### src/core/rtrig_pkg.sv
// Register map, reset values and carrier types for the result and trigger block
package rtrig_pkg;

  // Printed offsets are not word multiples: these are indices, byte address = 4 * index
  localparam logic [7:0] IDX_CH6_UPPER  = 8'had;
  localparam logic [7:0] IDX_CH7_LOWER  = 8'hae;
  localparam logic [7:0] IDX_CH7_UPPER  = 8'haf;
  localparam logic [7:0] IDX_OUT0_SEL   = 8'hc3;
  localparam logic [7:0] IDX_OUT1_SEL   = 8'hc5;
  localparam logic [7:0] IDX_OUT2_SEL   = 8'hc7;
  localparam logic [7:0] IDX_OUT3_SEL   = 8'hc9;
  localparam logic [7:0] IDX_OUT4_SEL   = 8'hcb;
  // Offsets of own choosing for the enable and level fields
  localparam logic [7:0] IDX_TRIG_EN    = 8'he9;
  localparam logic [7:0] IDX_TRIG_LEVEL = 8'heb;

  localparam int         NUM_OUT        = 5;
  localparam int         NUM_CH         = 8;
  localparam logic [7:0] SEL_RESET      = 8'h02;
  localparam logic [7:0] RESULT_RESET   = 8'h00;
  localparam logic [7:0] EN_RESET       = 8'h00;
  localparam logic [7:0] LEVEL_RESET    = 8'h00;
  localparam logic [4:0] OUT_RESET      = 5'h00;
  localparam logic [1:0] SYNC_RESET     = 2'h0;

  // One finished conversion delivered by the converter core
  typedef struct packed {
    logic        valid;
    logic        channel;   // 0: channel 6, 1: channel 7
    logic [15:0] value;     // Result, MSB aligned
  } result_s;

endpackage : rtrig_pkg

### src/core/rtrig_out_slice.sv
// One digital output driven by its selected alert flags
`timescale 1ns/1ps
`default_nettype none
module rtrig_out_slice (
  input  wire logic       clk,
  input  wire logic       rst_n,
  input  wire logic [7:0] alerts,
  input  wire logic [7:0] sel,
  input  wire logic       en,
  input  wire logic       level,
  output logic            pin
);
  logic hit;

  // Unselected channels are masked off
  assign hit = |(alerts & sel);

  always_ff @(posedge clk or negedge rst_n) begin
    if (!rst_n) begin
      pin <= 1'b0;
    end else if (hit && en) begin
      pin <= level;
    end
  end
endmodule : rtrig_out_slice
`default_nettype wire

### src/core/rtrig_regs.sv
// APB register bank: recent results and per-output alert trigger selection
//
// The implementer's own choice: register access over APB.
`timescale 1ns/1ps
`default_nettype none
module rtrig_regs (
  // Clock and reset
  input  wire logic                 MCLK,
  input  wire logic                 RST_N,
  // APB slave
  input  wire logic                 PSEL,
  input  wire logic                 PENABLE,
  input  wire logic                 PWRITE,
  input  wire logic [11:0]          PADDR,
  input  wire logic [31:0]          PWDATA,
  output logic [31:0]               PRDATA,
  output logic                      PREADY,
  output logic                      PSLVERR,
  // Converter core, same clock
  input  wire rtrig_pkg::result_s   RESULT,
  // Alert flags per channel, asynchronous
  input  wire logic [7:0]           ALERTS,
  // Digital outputs 0..4
  output logic [4:0]                DOUT
);
  import rtrig_pkg::*;

  logic [1:0]  rst_sync_r;
  logic        rst_n;
  logic [7:0]  ch6_result_upper_r;
  logic [7:0]  ch7_result_lower_r;
  logic [7:0]  ch7_result_upper_r;
  logic [7:0]  sel_r [NUM_OUT];
  logic [7:0]  triggered_update_enable_r;
  logic [7:0]  level_on_trigger_r;
  logic [7:0]  alerts_s;
  logic [4:0]  dout_w;
  logic        setup;
  logic        wr_ok;
  logic        word_ok;
  logic [7:0]  idx;
  logic        hit;
  logic [7:0]  rdata;

  // Reset release through two flops
  always_ff @(posedge MCLK or negedge RST_N) begin
    if (!RST_N) begin
      rst_sync_r <= SYNC_RESET;
    end else begin
      rst_sync_r <= {rst_sync_r[0], 1'b1};
    end
  end
  assign rst_n = rst_sync_r[1];

  genvar g;
  generate
    for (g = 0; g < NUM_CH; g++) begin : g_sync
      rtrig_sync u_sync (
        .clk   (MCLK),
        .rst_n (rst_n),
        .d     (ALERTS[g]),
        .q     (alerts_s[g])
      );
    end
    for (g = 0; g < NUM_OUT; g++) begin : g_out
      rtrig_out_slice u_slice (
        .clk    (MCLK),
        .rst_n  (rst_n),
        .alerts (alerts_s),
        .sel    (sel_r[g]),
        .en     (triggered_update_enable_r[g]),
        .level  (level_on_trigger_r[g]),
        .pin    (dout_w[g])
      );
    end
  endgenerate
  assign DOUT = dout_w;

  // Latest conversion results
  always_ff @(posedge MCLK or negedge rst_n) begin
    if (!rst_n) begin
      ch6_result_upper_r <= RESULT_RESET;
      ch7_result_lower_r <= RESULT_RESET;
      ch7_result_upper_r <= RESULT_RESET;
    end else if (RESULT.valid) begin
      if (RESULT.channel) begin
        ch7_result_upper_r <= RESULT.value[15:8];
        ch7_result_lower_r <= RESULT.value[7:0];
      end else begin
        ch6_result_upper_r <= RESULT.value[15:8];
      end
    end
  end

  // APB decode; one wait-free access phase
  assign setup   = PSEL && !PENABLE;
  assign word_ok = (PADDR[1:0] == 2'h0);
  assign idx     = PADDR[9:2];
  assign wr_ok   = PSEL && PENABLE && PWRITE && word_ok && (PADDR[11:10] == 2'h0);

  always_comb begin
    hit   = 1'b1;
    rdata = 8'h00;
    case (idx)
      IDX_CH6_UPPER:  rdata = ch6_result_upper_r;
      IDX_CH7_LOWER:  rdata = ch7_result_lower_r;
      IDX_CH7_UPPER:  rdata = ch7_result_upper_r;
      IDX_OUT0_SEL:   rdata = sel_r[0];
      IDX_OUT1_SEL:   rdata = sel_r[1];
      IDX_OUT2_SEL:   rdata = sel_r[2];
      IDX_OUT3_SEL:   rdata = sel_r[3];
      IDX_OUT4_SEL:   rdata = sel_r[4];
      IDX_TRIG_EN:    rdata = triggered_update_enable_r;
      IDX_TRIG_LEVEL: rdata = level_on_trigger_r;
      default:        hit   = 1'b0;
    endcase
    if (!word_ok || PADDR[11:10] != 2'h0) begin
      hit = 1'b0;
    end
  end

  // Writable selection and trigger fields
  always_ff @(posedge MCLK or negedge rst_n) begin
    if (!rst_n) begin
      for (int i = 0; i < NUM_OUT; i++) begin
        sel_r[i] <= SEL_RESET;
      end
      triggered_update_enable_r <= EN_RESET;
      level_on_trigger_r        <= LEVEL_RESET;
    end else if (wr_ok) begin
      // Result indices fall through: writes there change nothing
      case (idx)
        IDX_OUT0_SEL:   sel_r[0] <= PWDATA[7:0];
        IDX_OUT1_SEL:   sel_r[1] <= PWDATA[7:0];
        IDX_OUT2_SEL:   sel_r[2] <= PWDATA[7:0];
        IDX_OUT3_SEL:   sel_r[3] <= PWDATA[7:0];
        IDX_OUT4_SEL:   sel_r[4] <= PWDATA[7:0];
        IDX_TRIG_EN:    triggered_update_enable_r <= PWDATA[7:0];
        IDX_TRIG_LEVEL: level_on_trigger_r        <= PWDATA[7:0];
        default:        ;
      endcase
    end
  end

  // Answer registered in setup, so access phase completes at its first edge
  always_ff @(posedge MCLK or negedge rst_n) begin
    if (!rst_n) begin
      PRDATA  <= 32'h0000_0000;
      PREADY  <= 1'b0;
      PSLVERR <= 1'b0;
    end else if (setup) begin
      PRDATA  <= (hit && !PWRITE) ? {24'h00_0000, rdata} : 32'h0000_0000;
      PREADY  <= 1'b1;
      PSLVERR <= !hit;
    end else begin
      PRDATA  <= 32'h0000_0000;
      PREADY  <= 1'b0;
      PSLVERR <= 1'b0;
    end
  end
endmodule : rtrig_regs
`default_nettype wire

### src/core/rtrig_sync.sv
// Two-flop synchroniser for one level
`timescale 1ns/1ps
`default_nettype none
module rtrig_sync (
  input  wire logic clk,
  input  wire logic rst_n,
  input  wire logic d,
  output logic      q
);
  logic meta_r;

  always_ff @(posedge clk or negedge rst_n) begin
    if (!rst_n) begin
      meta_r <= 1'b0;
      q      <= 1'b0;
    end else begin
      meta_r <= d;
      q      <= meta_r;
    end
  end
endmodule : rtrig_sync
`default_nettype wire
### config.mk
export PLATFORM = sky130hd
export DESIGN_NAME = rtrig_regs
export DESIGN_NICKNAME = d
export VERILOG_FILES = /design/src/core/rtrig_pkg.sv /design/src/core/rtrig_out_slice.sv /design/src/core/rtrig_regs.sv /design/src/core/rtrig_sync.sv
export SDC_FILE = /design/constraint.sdc
export NUM_CORES = 1
export LEC_CHECK = 0
export CORE_MARGIN = 2
export CORE_UTILIZATION = 57
export CTS_CLUSTER_DIAMETER = 30
export DETAILED_ROUTE_END_ITERATION = 12
export DONT_BUFFER_PORTS = 1
export PLACE_DENSITY_LB_ADDON = 0.15
export SKIP_CTS_REPAIR_TIMING = 1
export SYNTH_ARGS = -nofsm -noshare
export SYNTH_HDL_FRONTEND = slang
export SYNTH_HIERARCHICAL = 1
export SYNTH_SLANG_ARGS = --single-unit
### constraint.sdc
create_clock -name MCLK -period 10.2 [get_ports MCLK]
set_input_delay 2.04 -clock MCLK [delete_from_list [all_inputs] [get_ports MCLK]]
set_output_delay 2.04 -clock MCLK [all_outputs]
set_load 0.02 [all_outputs]
==> impl_metrics.toml <==
[logic_synthesis]
synthCells = 394
ys.warnings.count = 6
yosys.cell_types.count = 47
synth_common_cells = "dfrtp_1 (108), mux2_2 (89), buf_4 (26)"
synth.area.top_cells = "dfrtp_1 (49%), mux2_2 (18%), buf_4 (3.6%)"
synthFlopType = "dfrtp_1"
synth.largest_area_cell = "dfrtp_1"
synth-edff-count = 0
avgSynthCellArea_sq_um = 13.9
synth_area_sq_um = 5470
ys_async_sr_fraction_pct = 100
ys_seq_area_share_pct = 51.8
synth_top_area_share_pct = 49.4
synth_seq_cells = 113
yosysMostFrequentCell = "dfrtp_1"

[timing]
max_slew.worst_pin.slew_ns = 0.986
fin_skew_ns = 0.0107
max_freq_mhz = 249
finalCritPeriodShare_pct = 39.3
tns_ns = 0
final-setup-viol-count = 0
finalHoldViolations = 0
finalMaxSlewViolations = 0
fin_crit_ns = 4.01
worst_slew_margin_rel_pct = 33.8
rsz0062_at_grt = "false"

[setup_path]
startpoint_type = "input pin"
startpoint = "PADDR[1]"
worstPathArrival_ns = 4.40
r2r_end = "sel_r[24]$_DFFE_PN0P_"
path_cells = "or4_1, nor4_4, nor2b_1, mux2_2"
rr_worst_depth = 1
cp_max_fo = 8
critical_path_class = "in -> reg"
crit_end = "sel_r[0]$_DFFE_PN0P_"
critPathSlowestCell = "nor2b_1"
rrSetupSlack_ns = 8.66
r2r_start = "rst_sync_r[1]$_DFF_PN0_"
cp_slowest_stage_delay_ns = 0.83
required_ns = 10.59
worst_setup_path_end_kind = "flip-flop"

[route]
route.detailed.drc = 0
routedWlPerCell_um = 21.8
num_vias = 3259
ant_nets = 0
dr.first_iter.drc_count = 183
first_pass_iters = 4
drt-total-wl_mm = 11.7
via_per_inst = 6.08

[clock_tree]
insertion_delay_ns = 0.51
cts_tree = "built"
cts.path.max_buffers = 2
cts.sinks = 113
clockRootBuffer = "clkbuf_8"
clkTransAtPathRegs_ns = 0.06
htreeDepth = 4
cts_buffers = 17

[die]
coreArea_sq_um = 9280
rows = 35
dieHeight_um = 102
pin_count = 114
die_x_um = 102
start_util_pct = 58.9
die_area_sq_um = 10400

[global_route]
grt_max_degree = 60
gr-total-overflow = 0
antenna_found_initial = 0
first_global_vias = 3270
grt_usage_pct = 24.2
grt_pass1_wl_mm = 18.3

[finish]
stdcell_count = 536
multiInputGateArea_sq_um = 2420
areaGrowthSynthToFinish_pct = 10.6
drive_gt1_share_pct = 41.0
fillers = 687
nNetsFinal = 470
antenna_cells = 0
regArea_sq_um = 2840

[placed_design]
dp_hpwl_mm = 7.95
placed_cells = 505
port_buffers = 0
globalplace.congestion = 0.813

[power_and_ir_drop]
power_per_cell_area_nw_per_um2 = 183
p_leak_nw = 2.67
ir_worst_vdd_uv = 105

[flow_run]
cap_viol_max_count = 0

[worst_hold_path]
hp-class = "reg -> reg"

[run_status]
status = "complete, no violations"
[metal layers]
| metal | vias to the layer above | wire [um] | share of wire [%] | GRT usage, % |
|---|---|---|---|---|
| met2 | 121 | 5620 | 48 | 36.5 |
| li1 | 1425 | - | - | - |
| met4 | 0 | 252 | 2.2 | 10.4 |
| met3 | 20 | 653 | 5.6 | 5.34 |
| met1 | 1693 | 5160 | 44 | 34.1 |
| met5 | - | 0 | 0 | 0 |
[sequential cells by signal, indices dropped and copies added (netlist names), 2 cells and up]
register and cells:
PRDATA 8, triggered_update_enable_r 8, g_sync.u_sync/meta_r 8, level_on_trigger_r 8, sel_r 40, g_out.u_slice/pin 5, ch7_result_upper_r 8, rst_sync_r 2
ch6_result_upper_r 8, ch7_result_lower_r 8, g_sync.u_sync/q 8
[worst max-delay path, delay by kind of cell]
family,cells,cell delay [ns]
and+or+nand+nor,3,1.93
muxes,1,0.43
[logic make-up after synthesis]
logic type / synth area share, %
AOI/OAI and AO/OA: 11.9
buffers and inverters: 5.49
DFF: 51.8
muxes: 23.7
other: 0.137
and+or+nand+nor: 6.87
[area by class of cell]
| class | instances | share of cell area (%) |
|---|---|---|
| clock buffers | 22 | 7.82 |
| clock inverters | 9 | 1.76 |
| inverters | 11 | 0.683 |
| multi-input cells | 251 | 40.0 |
| flip-flops and latches | 113 | 46.9 |
| well taps | 129 | 2.67 |
| repair buffers | 1 | 0.124 |
[report_power, final]
group	internal, W	total (W)	switching [W]
clock network	0.000370	0.000571	0.000201
logic	0.0000244	0.0000502	0.0000258
registers	0.000467	0.000484	0.0000169
total	0.000862	0.00111	0.000243
[how the worst min path moves through the flow]
stage                                   endpoint  cells past startpoint  slack [ns]                               from
floorplan           g_sync[0].u_sync/q$_DFF_PN0_                      0        0.33  g_sync[0].u_sync/meta_r$_DFF_PN0_
detailed placement  g_sync[1].u_sync/q$_DFF_PN0_                      0        0.34  g_sync[1].u_sync/meta_r$_DFF_PN0_
CTS                 g_sync[3].u_sync/q$_DFF_PN0_                      0        0.35  g_sync[3].u_sync/meta_r$_DFF_PN0_
global placement    g_sync[1].u_sync/q$_DFF_PN0_                      0        0.33  g_sync[1].u_sync/meta_r$_DFF_PN0_
global route        g_sync[1].u_sync/q$_DFF_PN0_                      0        0.35  g_sync[1].u_sync/meta_r$_DFF_PN0_
finish              g_sync[1].u_sync/q$_DFF_PN0_                      0        0.35  g_sync[1].u_sync/meta_r$_DFF_PN0_
[layout by cell type, fill, tap and decap left out, drive strengths merged, types with 4 or more instances in the layout]
master	n
a21oi	5
a22o	7
a22oi	25
a31oi	5
a41oi	5
clkbuf	22
clkinv	4
conb	25
dfrtp	108
dfstp	5
inv	11
mux2	94
mux2i	13
mux4	4
nand2	16
nor2b	4
nor3	4
nor4	6
o32ai	6
[stage by stage]
stage               cell area [sq um]  power, W  hold WS (ns)  utilization [%]  worst slack [ns]
floorplan                        5550  0.000543         0.331                -              6.42
global placement                 5470  0.000540         0.333             58.9              5.74
detailed placement               5470  0.000542         0.336             58.9              5.58
CTS                              6050   0.00111         0.349             65.1              6.12
global route                     6050   0.00114         0.352             65.1              6.07
finish                           6050   0.00111         0.346             65.1              6.19
Note: power is estimated with default switching activity, not from simulation.
